[src/fios_map.svh]
// Offsets, field positions, reset values and timing figures of the I/O status block
// Overview of operation
// - Teach-all held: stay in all-position teaching
// - Teach-point held: teach only selected position
// - Teach-point refused while rotating or panel busy
// - Capture stores arm coordinates into selected entry
// - Commit validates pending; exit without commit discards
// - Zero-set takes arm origin; lost backup clears
// - Position select six-bit binary; zero invalid
// - Ready unless fault or no valid selection
// - Busy exactly during fastening cycle
// - Fault held until resume or reset input
// - Cycle-done on finish, also fault-terminated
// - One of pass/fail per cycle, cleared
// - Batch pass/fail on verdict, same clearing
// - Style selects held level or pulse pass/fail outputs (cycle/batch judgement only)
`ifndef FIOS_MAP_SVH
`define FIOS_MAP_SVH

// ************************************************************
// Register offsets
// ************************************************************
`define FIOS_OFS_CTRL      8'h00
`define FIOS_OFS_STATUS    8'h04
`define FIOS_OFS_MASK      8'h08
`define FIOS_OFS_STATE     8'h0C
`define FIOS_OFS_LIST_IDX  8'h10
`define FIOS_OFS_LIST_XY   8'h14
`define FIOS_OFS_ORIGIN    8'h18

// ************************************************************
// Fields and reset values
// ************************************************************
`define FIOS_CTRL_STYLE_BIT  0
`define FIOS_CTRL_MS_LSB     16
`define FIOS_CTRL_MS_MSB     31
`define FIOS_RST_PULSE_MS    16'h0064
`define FIOS_RST_MASK        4'h0
`define FIOS_EV_FAULT        0
`define FIOS_EV_CYCLE        1
`define FIOS_EV_BATCH        2
`define FIOS_EV_COMMIT       3
`define FIOS_EV_W            4

// ************************************************************
// Timing
// ************************************************************
`define FIOS_CLK_HZ          100000000
`define FIOS_IN_HOLD_MS      100
`define FIOS_MS_DIV          1000

`endif

[src/fios_pkg.sv]
// Types shared by the I/O status block
package fios_pkg;
   typedef enum logic [1:0] {T_IDLE, T_ALL, T_POINT} fios_teach_e;
   typedef struct packed {
      logic [15:0] x;
      logic [15:0] y;
   } fios_xy_s;
   typedef struct packed {
      logic       teach_all;
      logic       teach_point;
      logic       capture;
      logic       commit;
      logic       zero_set;
      logic       start;
      logic       resume;
      logic       reset_in;
      logic [5:0] pos_sel;
   } fios_pins_s;
   typedef struct packed {
      logic     trace_job_en;
      logic     tool_rotating;
      logic     panel_active;
      logic     cycle_active;
      logic     cycle_end;
      logic     cycle_ok;
      logic     fault_event;
      logic     batch_done;
      logic     batch_ok;
      logic     channel_valid;
      logic     battery_lost;
      fios_xy_s arm_xy;
   } fios_core_s;
   typedef struct packed {
      logic ready;
      logic busy;
      logic fault;
      logic cycle_done;
      logic judge_pass;
      logic judge_fail;
      logic batch_pass;
      logic batch_fail;
   } fios_stat_s;
endpackage

[src/fios_in_qual.sv]
// Pin synchroniser and minimum-hold pulse qualifier
`timescale 1ns/1ns
`default_nettype none
module fios_in_qual #(
   parameter int WIDTH    = 14,
   parameter int HOLD_CYC = 10000001
) (
   input  wire logic             clock,
   input  wire logic             sys_rst,
   input  wire logic [WIDTH-1:0] pin_in,
   output logic      [WIDTH-1:0] level,
   output logic      [WIDTH-1:0] pulse
);
   localparam int CW = $clog2(HOLD_CYC + 1);

   logic [WIDTH-1:0] meta_reg;
   logic [WIDTH-1:0] sync_reg;
   logic [CW-1:0]    cnt_reg [WIDTH];

   if (WIDTH < 1 || HOLD_CYC < 2) begin : g_chk
      $error("fios_in_qual: bad parameters");
   end

   always_ff @(posedge clock) begin
      if (sys_rst) begin
         meta_reg <= '0;
         sync_reg <= '0;
      end else begin
         meta_reg <= pin_in;
         sync_reg <= meta_reg;
      end
   end

   // One pulse per assertion once held past the minimum time
   always_ff @(posedge clock) begin
      for (int i = 0; i < WIDTH; i++) begin
         if (sys_rst || !sync_reg[i]) begin
            cnt_reg[i] <= '0;
            pulse[i]   <= 1'b0;
         end else begin
            if (cnt_reg[i] != CW'(HOLD_CYC)) begin
               cnt_reg[i] <= cnt_reg[i] + CW'(1);
            end
            pulse[i] <= (cnt_reg[i] == CW'(HOLD_CYC - 1));
         end
      end
   end

   always_ff @(posedge clock) begin
      if (sys_rst) begin
         level <= '0;
      end else begin
         level <= sync_reg;
      end
   end
endmodule // fios_in_qual
`default_nettype wire

[src/fios_top.sv]
// Discrete I/O status, teaching and judgement logic of the fastening controller
//
// The register offsets and the strobed register port were decided locally.
`timescale 1ns/1ns
`default_nettype none
`include "fios_map.svh"
module fios_top #(
   parameter int CYC_PER_MS = `FIOS_CLK_HZ / `FIOS_MS_DIV,
   parameter int IN_HOLD_CYC = `FIOS_IN_HOLD_MS * CYC_PER_MS + 1,
   parameter int POS_N = 64
) (
   input  wire logic                 clock,
   input  wire logic                 sys_rst,
   input  wire fios_pkg::fios_pins_s pins,
   input  wire fios_pkg::fios_core_s core,
   input  wire logic [7:0]           bus_addr,
   input  wire logic [31:0]          bus_wdata,
   input  wire logic                 bus_wr,
   input  wire logic                 bus_rd,
   output logic      [31:0]          bus_rdata,
   output fios_pkg::fios_stat_s      stat,
   output fios_pkg::fios_teach_e     teach_mode,
   output fios_pkg::fios_xy_s        origin_xy,
   output logic                      irq
);
   localparam int IW = $clog2(POS_N);

   if (POS_N != 64 || CYC_PER_MS < 1) begin : g_chk
      $error("fios_top: bad parameters");
   end

   function automatic logic pos_valid(input logic [5:0] sel);
      return sel != 6'h00;
   endfunction

   // ************************************************************
   // Inputs
   // ************************************************************
   fios_pkg::fios_pins_s lvl;
   fios_pkg::fios_pins_s pls;

   fios_in_qual #(
      .WIDTH    ($bits(fios_pkg::fios_pins_s)),
      .HOLD_CYC (IN_HOLD_CYC)
   ) u_qual (
      .clock   (clock),
      .sys_rst (sys_rst),
      .pin_in  (pins),
      .level   (lvl),
      .pulse   (pls)
   );

   logic clr_judge;
   assign clr_judge = pls.start | pls.resume | pls.reset_in;

   // ************************************************************
   // Teaching mode
   // ************************************************************
   fios_pkg::fios_teach_e teach_next;
   logic                  teach_exit;
   logic [5:0]            all_idx_reg;
   logic [5:0]            sel_idx;
   logic                  sel_ok;
   logic                  cap_hit;
   logic                  commit_hit;

   always_comb begin
      teach_next = teach_mode;
      case (teach_mode)
         fios_pkg::T_IDLE: begin
            if (core.trace_job_en && lvl.teach_all) begin
               teach_next = fios_pkg::T_ALL;
            end else if (core.trace_job_en && lvl.teach_point &&
                         !core.tool_rotating && !core.panel_active) begin
               teach_next = fios_pkg::T_POINT;
            end
         end
         fios_pkg::T_ALL: begin
            if (!lvl.teach_all) teach_next = fios_pkg::T_IDLE;
         end
         fios_pkg::T_POINT: begin
            if (!lvl.teach_point) teach_next = fios_pkg::T_IDLE;
         end
         default: teach_next = fios_pkg::T_IDLE;
      endcase
   end

   assign teach_exit = (teach_mode != fios_pkg::T_IDLE) &&
                       (teach_next == fios_pkg::T_IDLE);
   assign sel_idx    = (teach_mode == fios_pkg::T_ALL) ? all_idx_reg : lvl.pos_sel;
   assign sel_ok     = pos_valid(sel_idx);
   assign cap_hit    = (teach_mode != fios_pkg::T_IDLE) && pls.capture && sel_ok;
   assign commit_hit = (teach_mode != fios_pkg::T_IDLE) && pls.commit;

   always_ff @(posedge clock) begin
      if (sys_rst) begin
         teach_mode <= fios_pkg::T_IDLE;
      end else begin
         teach_mode <= teach_next;
      end
   end

   // Walk every position in turn during teach-all
   always_ff @(posedge clock) begin
      if (sys_rst || teach_mode != fios_pkg::T_ALL) begin
         all_idx_reg <= 6'h01;
      end else if (pls.capture && all_idx_reg != 6'h3F) begin
         all_idx_reg <= all_idx_reg + 6'h01;
      end
   end

   // ************************************************************
   // Position lists
   // ************************************************************
   fios_pkg::fios_xy_s pend_xy [POS_N];
   fios_pkg::fios_xy_s list_xy [POS_N];
   logic [POS_N-1:0]   pend_vld;
   logic [POS_N-1:0]   list_vld;

   always_ff @(posedge clock) begin
      if (cap_hit) begin
         pend_xy[sel_idx] <= core.arm_xy;
      end
      if (commit_hit) begin
         for (int i = 0; i < POS_N; i++) begin
            if (pend_vld[i]) list_xy[i] <= pend_xy[i];
         end
      end
   end

   always_ff @(posedge clock) begin
      if (sys_rst) begin
         pend_vld <= '0;
      end else if (commit_hit || teach_exit) begin
         pend_vld <= '0;
      end else if (cap_hit) begin
         pend_vld[sel_idx] <= 1'b1;
      end
   end

   always_ff @(posedge clock) begin
      if (sys_rst) begin
         list_vld <= '0;
      end else if (commit_hit) begin
         list_vld <= list_vld | pend_vld;
      end
   end

   // Origin offset held as battery-backed data
   always_ff @(posedge clock) begin
      if (sys_rst || core.battery_lost) begin
         origin_xy <= '0;
      end else if (core.trace_job_en && pls.zero_set) begin
         origin_xy <= core.arm_xy;
      end
   end

   // ************************************************************
   // Status outputs
   // ************************************************************
   logic        fault_next;
   logic        style_reg;
   logic [15:0] pulse_ms_reg;
   logic [31:0] pulse_len;
   logic [31:0] jcnt_reg;
   logic [31:0] bcnt_reg;

   assign fault_next = core.fault_event ||
                       (stat.fault && !pls.resume && !pls.reset_in);
   assign pulse_len  = 32'(pulse_ms_reg * CYC_PER_MS);

   always_ff @(posedge clock) begin
      if (sys_rst) begin
         stat.fault <= 1'b0;
         stat.ready <= 1'b1;
         stat.busy  <= 1'b0;
      end else begin
         stat.fault <= fault_next;
         stat.ready <= !fault_next && core.channel_valid;
         stat.busy  <= core.cycle_active;
      end
   end

   always_ff @(posedge clock) begin
      if (sys_rst) begin
         stat.cycle_done <= 1'b0;
      end else if (core.cycle_end || (core.fault_event && stat.busy)) begin
         stat.cycle_done <= 1'b1;
      end else if (clr_judge) begin
         stat.cycle_done <= 1'b0;
      end
   end

   // Cycle judgement: set beats clear, pulse style times out
   always_ff @(posedge clock) begin
      if (sys_rst) begin
         stat.judge_pass <= 1'b0;
         stat.judge_fail <= 1'b0;
         jcnt_reg        <= '0;
      end else if (core.cycle_end) begin
         stat.judge_pass <= core.cycle_ok;
         stat.judge_fail <= !core.cycle_ok;
         jcnt_reg        <= pulse_len;
      end else if (clr_judge ||
                   (style_reg && jcnt_reg <= 32'h0000_0001)) begin
         stat.judge_pass <= 1'b0;
         stat.judge_fail <= 1'b0;
         jcnt_reg        <= '0;
      end else if (jcnt_reg != '0) begin
         jcnt_reg <= jcnt_reg - 32'h0000_0001;
      end
   end

   always_ff @(posedge clock) begin
      if (sys_rst) begin
         stat.batch_pass <= 1'b0;
         stat.batch_fail <= 1'b0;
         bcnt_reg        <= '0;
      end else if (core.batch_done) begin
         stat.batch_pass <= core.batch_ok;
         stat.batch_fail <= !core.batch_ok;
         bcnt_reg        <= pulse_len;
      end else if (clr_judge ||
                   (style_reg && bcnt_reg <= 32'h0000_0001)) begin
         stat.batch_pass <= 1'b0;
         stat.batch_fail <= 1'b0;
         bcnt_reg        <= '0;
      end else if (bcnt_reg != '0) begin
         bcnt_reg <= bcnt_reg - 32'h0000_0001;
      end
   end

   // ************************************************************
   // Register port and interrupt
   // ************************************************************
   logic [`FIOS_EV_W-1:0] sts_reg;
   logic [`FIOS_EV_W-1:0] mask_reg;
   logic [`FIOS_EV_W-1:0] ev;
   logic [IW-1:0]         list_idx_reg;
   logic                  sts_rd;

   assign ev[`FIOS_EV_FAULT]  = core.fault_event;
   assign ev[`FIOS_EV_CYCLE]  = core.cycle_end;
   assign ev[`FIOS_EV_BATCH]  = core.batch_done;
   assign ev[`FIOS_EV_COMMIT] = commit_hit;
   assign sts_rd = bus_rd && bus_addr == `FIOS_OFS_STATUS;

   always_ff @(posedge clock) begin
      if (sys_rst) begin
         style_reg    <= 1'b0;
         pulse_ms_reg <= `FIOS_RST_PULSE_MS;
      end else if (bus_wr && bus_addr == `FIOS_OFS_CTRL) begin
         style_reg    <= bus_wdata[`FIOS_CTRL_STYLE_BIT];
         pulse_ms_reg <= bus_wdata[`FIOS_CTRL_MS_MSB:`FIOS_CTRL_MS_LSB];
      end
   end

   always_ff @(posedge clock) begin
      if (sys_rst) begin
         mask_reg     <= `FIOS_RST_MASK;
         list_idx_reg <= '0;
      end else if (bus_wr) begin
         if (bus_addr == `FIOS_OFS_MASK) mask_reg <= bus_wdata[`FIOS_EV_W-1:0];
         if (bus_addr == `FIOS_OFS_LIST_IDX) list_idx_reg <= bus_wdata[IW-1:0];
      end
   end

   // Read clears, a same-cycle event survives
   always_ff @(posedge clock) begin
      if (sys_rst) begin
         sts_reg <= '0;
         irq     <= 1'b0;
      end else begin
         sts_reg <= (sts_rd ? '0 : sts_reg) | ev;
         irq     <= |(((sts_rd ? '0 : sts_reg) | ev) & mask_reg);
      end
   end

   always_ff @(posedge clock) begin
      if (sys_rst || !bus_rd) begin
         bus_rdata <= '0;
      end else begin
         case (bus_addr)
            `FIOS_OFS_CTRL:     bus_rdata <= {pulse_ms_reg, 15'h0000, style_reg};
            `FIOS_OFS_STATUS:   bus_rdata <= {28'h0000000, sts_reg};
            `FIOS_OFS_MASK:     bus_rdata <= {28'h0000000, mask_reg};
            `FIOS_OFS_STATE:    bus_rdata <= {22'h000000, teach_mode, stat};
            `FIOS_OFS_LIST_IDX: bus_rdata <= {list_vld[list_idx_reg], 25'h0000000,
                                              list_idx_reg};
            `FIOS_OFS_LIST_XY:  bus_rdata <= list_xy[list_idx_reg];
            `FIOS_OFS_ORIGIN:   bus_rdata <= origin_xy;
            default:            bus_rdata <= '0;
         endcase
      end
   end
endmodule // fios_top
`default_nettype wire
[config.mk]
export PLATFORM = sky130hd
export DESIGN_NAME = fios_top
export DESIGN_NICKNAME = d
export VERILOG_FILES = /design/src/fios_pkg.sv /design/src/fios_in_qual.sv /design/src/fios_top.sv
export VERILOG_INCLUDE_DIRS = /design/src
export SDC_FILE = /design/constraint.sdc
export NUM_CORES = 2
export LEC_CHECK = 0
export ABC_CLOCK_PERIOD_IN_PS = 4800
export BUFFER_PORTS_ARGS = -buffer_cell sky130_fd_sc_hd__clkbuf_2
export CAP_MARGIN = 20
export CORE_ASPECT_RATIO = 0.6
export CORE_MARGIN = 2
export CORE_UTILIZATION = 30
export CTS_BUF_LIST = sky130_fd_sc_hd__clkbuf_4 sky130_fd_sc_hd__clkbuf_8 sky130_fd_sc_hd__clkbuf_16
export DETAILED_ROUTE_END_ITERATION = 7
export GPL_ROUTABILITY_DRIVEN = 0
export SETUP_SLACK_MARGIN = 0.2
export SYNTH_ARGS = -nofsm -noshare
export SYNTH_HDL_FRONTEND = slang
export SYNTH_MEMORY_MAX_BITS = 65536
export SYNTH_SLANG_ARGS = --single-unit
[constraint.sdc]
create_clock -name clock -period 4.8 [get_ports clock]
set_input_delay 0.96 -clock clock [delete_from_list [all_inputs] [get_ports clock]]
set_output_delay 0.96 -clock clock [all_outputs]
set_load 0.01 [all_outputs]
# --- After elaboration in Yosys (flattened, before gate mapping) ---
# Memories as Yosys holds them, arrays and structs flattened. A register that Yosys moved wholly into a read port is not among the register bits.
# Index checks and enable logic that the tools add are counted.
word_totals:
  regBits: 352
  mem_bits_rw: 4432
  input_bits: 101
  out_inout_bits: 75
  word_cells: 495
  n_memories: 3
memory_table:
  columns: ["memory", "depth", "width", "read_ports", "rd_clocked_by_memory_dff", "write_ports", "line", "text"]
  rows:
  - ["list_xy", 64, 32, 1, 1, 64, "fios_top.sv:116", "fios_pkg::fios_xy_s list_xy [POS_N];"]
  - ["pend_xy", 64, 32, 64, 0, 1, "fios_top.sv:115", "fios_pkg::fios_xy_s pend_xy [POS_N];"]
  - ["u_qual.cnt_reg", 14, 24, 14, 0, 14, "fios_in_qual.sv:18", "logic [CW-1:0] cnt_reg [WIDTH];"]
op_classes:
  n_addsub: 17
  mul: 1
  order_cmp: 5
  n_eq_ne: 30
  n_mux: 304
  n_bitwise: 20
  reduce_logical: 81
op_table:
  columns: ["op", "count"]
  rows:
  - ["24-bit by 1-bit adder with 24-bit output, second input constant", 14]
  - ["24-bit two-way mux", 14]
  - ["24-bit inequality test, second input constant", 14]
  - ["1-bit two-way mux", 268]
  - ["32-bit case mux with 7 select lines", 1]
  - ["32-bit two-way mux", 6]
  - ["24-bit == test, second input constant", 6]
  - ["64-bit bitwise OR", 2]
  - ["32-bit by 1-bit less-or-equal comparator with 1-bit output, second input constant", 2]
  - ["32-bit nonzero test", 2]
  - ["32-bit by 1-bit subtractor with 32-bit output, second input constant", 2]
  - ["16-bit by 12-bit multiplier with 27-bit output, second input constant", 1]
  - ["8-bit by 5-bit == test with 1-bit output, second input constant", 3]
  - ["1-bit logical NOT", 22]
  - ["1-bit logical OR", 22]
  - ["1-bit logical AND", 19]
  - ["6-bit two-way mux", 3]
  - ["8-bit by 4-bit == test with 1-bit output, second input constant", 2]
  - ["2-bit two-way mux", 8]
  - ["1-bit bitwise OR", 16]
  - ["6-bit by 7-bit less-than comparator with 1-bit output, second input constant", 2]
  - ["8-bit by 3-bit == test with 1-bit output, second input constant", 1]
  - ["8-bit logical NOT", 1]
  - ["2-bit nonzero test", 4]
  - ["other kinds (19)", 23]

# --- Longest topological paths before layout ---
depth:
  word_depth: 10
  mapped_depth: 18
  ltp_nobuf: 17

# --- Modules after synthesis ---
# Synthesis repeated with hierarchy kept, for this count alone.
hier_totals:
  hier_cells: 8852
  area_unflattened_um2: 176332.9
by_module_without_submodules:
  columns: ["module", "instances", "cells_each", "area_each_um2", "seq_area_each_um2"]
  rows:
  - ["fios_top", 1, 6819, 155410.3, 129203.9]
  - ["fios_in_qual", 1, 2033, 20922.6, 11210.8]

# --- Least setup slack after synthesis ---
# Ideal clock, no wire load.
synth_path:
  path_type: "reg2reg"
  from: "register pulse_ms_reg[2]"
  to: "register bcnt_reg[31]"
  setup_time_ps: 62
  arrival_time_ps: 4547
  setup_slack_ps: 191
  stages_incl_launch_ff: 18
  n_path_buf: 1
  period_less_slack_ps: 4609
  path_cell_list: "dfxtp_1 > ha_1 > ha_1 > xor2_1 > ha_1 > a31o_2 > fa_1 > inv_1 > fa_1 > inv_1 > ha_1 > clkbuf_1 > and4_1 > a31oi_1 > o31ai_1 > a31oi_1 > or4b_2 > nand3_1"
synth_via:
  elab_chain_cells: 2
synth_lines:
  columns: ["element", "line", "text"]
  rows:
  - ["start: declaration", "fios_top.sv:163", "logic [15:0] pulse_ms_reg;"]
  - ["start signal: assignment", "fios_top.sv:251", "pulse_ms_reg <= `FIOS_RST_PULSE_MS;"]
  - ["start signal: assignment", "fios_top.sv:254", "pulse_ms_reg <= bus_wdata[`FIOS_CTRL_MS_MSB:`FIOS_CTRL_MS_LSB];"]
  - ["16-bit by 12-bit multiplier with 27-bit output", "fios_top.sv:170", "assign pulse_len = 32'(pulse_ms_reg * CYC_PER_MS);"]
  - ["32-bit two-way mux", "fios_top.sv:219", "end else if (core.batch_done) begin"]
  - ["end signal: assignment", "fios_top.sv:222", "bcnt_reg <= pulse_len;"]
  - ["end signal: assignment", "fios_top.sv:229", "bcnt_reg <= bcnt_reg - 32'h0000_0001;"]
  - ["end: declaration", "fios_top.sv:166", "logic [31:0] bcnt_reg;"]
# Every way passes these cells.
# A chain may end at the register's enable or synchronous reset.

# --- Final worst setup path ---
layout_path:
  from: "register pulse_ms_reg[7]"
  to: "register jcnt_reg[26]"
layout_via:
  elab_chain_cells: 2
layout_lines:
  columns: ["element", "line", "text"]
  rows:
  - ["16-bit by 12-bit multiplier with 27-bit output", "fios_top.sv:170", null]
  - ["32-bit two-way mux", "fios_top.sv:200", "end else if (core.cycle_end) begin"]
  - ["end signal: assignment", "fios_top.sv:203", "jcnt_reg <= pulse_len;"]
  - ["end signal: assignment", "fios_top.sv:210", "jcnt_reg <= jcnt_reg - 32'h0000_0001;"]
  - ["end: declaration", "fios_top.sv:165", "logic [31:0] jcnt_reg;"]
# Every way passes these cells.

==> flow_summary.json <==
{
  "status": "complete, no violations",
  "synth_area_leaders": "edfxtp_1, mux4_2, dfxtp_1, nor2_1, ha_1",
  "setup_tns_ns": 0,
  "peakVddDrop_v": 0.0003162,
  "syn_inst": 7744,
  "synth_top_area_share_pct": 77.49,
  "grt_usage_pct": 15.66,
  "drv_slew": 0,
  "place_inst": 15340,
  "overflow": 0,
  "syn_avg_cell_area_um2": 21.22,
  "avgViaCountPerCell": 5.021,
  "hold_viol": 0,
  "cp_max_fo": 4,
  "tightest_slew_ns": 1.171,
  "io_pins": 176,
  "yosys_warnings": 0,
  "tritoncts": "yes",
  "drive_gt1_share_pct": 23.26,
  "cts-root-buf": "clkbuf_16",
  "grt_max_degree": 140,
  "ys_seq_area_share_pct": 81.78,
  "syn_to_final_growth_pct": 16.22,
  "ant_nets": 0,
  "yosys.area.top_type": "edfxtp_1",
  "yosysMostFrequentCell": "edfxtp_1",
  "top_layer": "met5",
  "async_flop_share_pct": 0,
  "slew_headroom_pct": 21.91,
  "crit_path_end_kind": "flop",
  "ys_ff_latch": 4592,
  "hold_path.class": "in2reg",
  "die_w_um": 959.4,
  "cts_buffers": 371,
  "clkSinkCount": 4592,
  "num-nets-final": 8681,
  "post_drt_wl_per_cell_um": 28.15,
  "grt_pass1_vias": 78040,
  "dp_hpwl_um": 272700,
  "fin_crit_ns": 4.631,
  "drt_first_pass_iters": 8,
  "clkSlewWorstSetupHoldPaths_ns": 0.07,
  "instances_no_fill": 16030,
  "power.leakage_nw": 59.13,
  "grt_pass1_wl_um": 618100,
  "critPathRequiredTime_ns": 5.57,
  "antenna_found_initial": 73,
  "critical_path_class": "reg2reg",
  "io_buffer_count": 165,
  "die_h_um": 577.3,
  "num_vias": 80490,
  "hold_ws_ns": 0.2612,
  "start_util_pct": 30.12,
  "path_cells": "buf_6 > ha_4 > ha_4 > inv_4 > buf_6 > fa_1 > inv_2 > fa_1 > inv_2 > fa_1 > inv_2 > ha_4 > and4_4 > o21ai_1 > a31o_2 > a2111oi_4 > o21a_1 > o21ai_2 > a31o_2",
  "skew_ns": 0.09024,
  "synth_enable_flop_cells": 4240,
  "max_stage_delay_ns": 0.53,
  "holdBufCountCts": 0,
  "finalSetupViolations": 0,
  "synth_top_flop_cell": "edfxtp_1",
  "maxCapViolCount": 0,
  "slowest_stage": "fa_1",
  "cts.path.max_buffers": 4,
  "rsz0062_at_grt": "true",
  "drc": 0,
  "fmaxAchievable_ghz": 0.2159,
  "drt-met1-wl_um": 194200,
  "critPathArrivalTime_ns": 5.40,
  "htree_num_levels": 5,
  "wl_met3_um": 57470,
  "num_rows": 210,
  "routed_wl_um": 451200,
  "ys_types": 86,
  "core_um2": 545500,
  "wl_met2_um": 188600,
  "yosys-top-cells-count": "edfxtp_1, mux4_2, nor2_1, dfxtp_1, nand2_1",
  "drtIter0Drc": 13100,
  "syn_area_um2": 164300,
  "cp-start-kind": "flop",
  "finalCritPeriodShare_pct": 96.48,
  "fp.dieArea_um2": 553800,
  "clk_latency_ns": 0.95,
  "power_density_nw_per_um2": 396.2
}
per-layer routing:
| layer | GRT usage [%] | up-vias |
|---|---|---|
| met5 | 0 | - |
| met4 | 3.429 | 12 |
| met3 | 4.437 | 644 |
| met2 | 22.21 | 4794 |
| met1 | 23.85 | 42760 |
| li1 | - | 32280 |
cells in the final DEF, fill, tap and decap left out, types with 15 or more instances in the layout:
master / synthesis / layout
xor2_1: 120 / 118
and3_1: 26 / 26
nor4_1: 38 / 38
clkbuf_4: 0 / 72
buf_12: 0 / 120
nand4_1: 39 / 39
nor3_1: 50 / 49
clkinvlp_4: 0 / 21
nand3_1: 106 / 105
mux2i_1: 65 / 62
fa_1: 36 / 35
or3_1: 30 / 28
clkbuf_16: 0 / 380
a22oi_1: 37 / 37
clkinv_2: 0 / 72
conb_1: 1 / 32
and2_2: 0 / 60
o21ai_0: 50 / 47
edfxtp_1: 4240 / 4240
clkbuf_2: 0 / 132
nor2b_1: 55 / 55
nor2_4: 0 / 64
nor2_1: 474 / 410
mux4_2: 651 / 651
inv_1: 149 / 140
o22ai_1: 26 / 26
dfxtp_1: 352 / 335
nand2b_1: 20 / 20
nand2_1: 224 / 223
a21oi_1: 120 / 118
buf_4: 1 / 251
clkinv_1: 0 / 56
bufinv_16: 0 / 33
ha_1: 132 / 112
a21o_1: 15 / 15
ha_4: 0 / 17
o21a_1: 71 / 70
xnor2_1: 77 / 76
layout make-up:
class | instances | area, um^2
diodes | 7 | 17.52
fillers | 49850 | 354500
repair buffers | 517 | 5156
clock buffers | 462 | 10190
flip-flops and latches | 4592 | 134400
inverters | 149 | 561.8
well taps | 7314 | 9151
multi-input cells | 2781 | 29440
clock inverters | 210 | 2034
power by group:
group          switching, W  total [W]  internal (W)
registers         0.0000647     0.0434        0.0434
clock network        0.0142     0.0312        0.0170
logic              0.000826    0.00106      0.000234
critical path: cells and delay by family, from the launching register on:
family / cells / cell delay [ns]
simple gates: 1 / 0.23
compound gates: 6 / 1.22
fa+ha+maj: 6 / 2.25
buf+inv: 6 / 0.41
flops: 1 / 0.36
logic make-up (layout without fill, tap and decap cells):
logic type,Yosys count,after routing,share of synthesized area (%)
compound gates,450,450,1.837
other cells,1,39,0.002282
simple gates,1208,1208,3.522
buf+inv,402,1338,0.9823
fa+ha+maj,168,168,1.444
xor+xnor,197,197,1.050
flops,4592,4592,81.78
mux,726,726,9.387
what timing repair did:
action,in CTS,in global routing
gates cloned,0,0
endpoints found under the setup margin,19,18
pin swaps,6,33
gates resized for setup,28,58
setup buffers,0,9
worst paths after layout:
path	from	endpoint	slack [ns]	cells after the start
max	pulse_ms_reg[7]	jcnt_reg[26]	0.17	19
min	core[33]	stat[7]	0.26	3
max reg2reg	pulse_ms_reg[7]	jcnt_reg[26]	0.17	19
min reg2reg	pend_xy[2][0]	list_xy[2][0]	0.37	0
metrics by stage:
stage / power (W) / instance area (um^2) / worst slack (ns) / util (%)
final: 0.07566 / 191000 / 0.1692 / 35.01
after global routing: 0.07773 / 190900 / 0.04066 / 35.01
after global placement: 0.04531 / 178100 / -0.07581 / 32.65
after detailed placement: 0.04536 / 178100 / -0.1049 / 32.65
after CTS: 0.07608 / 190500 / 0.1862 / 34.92
after floorplan: 0.04469 / 164400 / 0.2314 / -
Power figures use the tool's default switching activity.
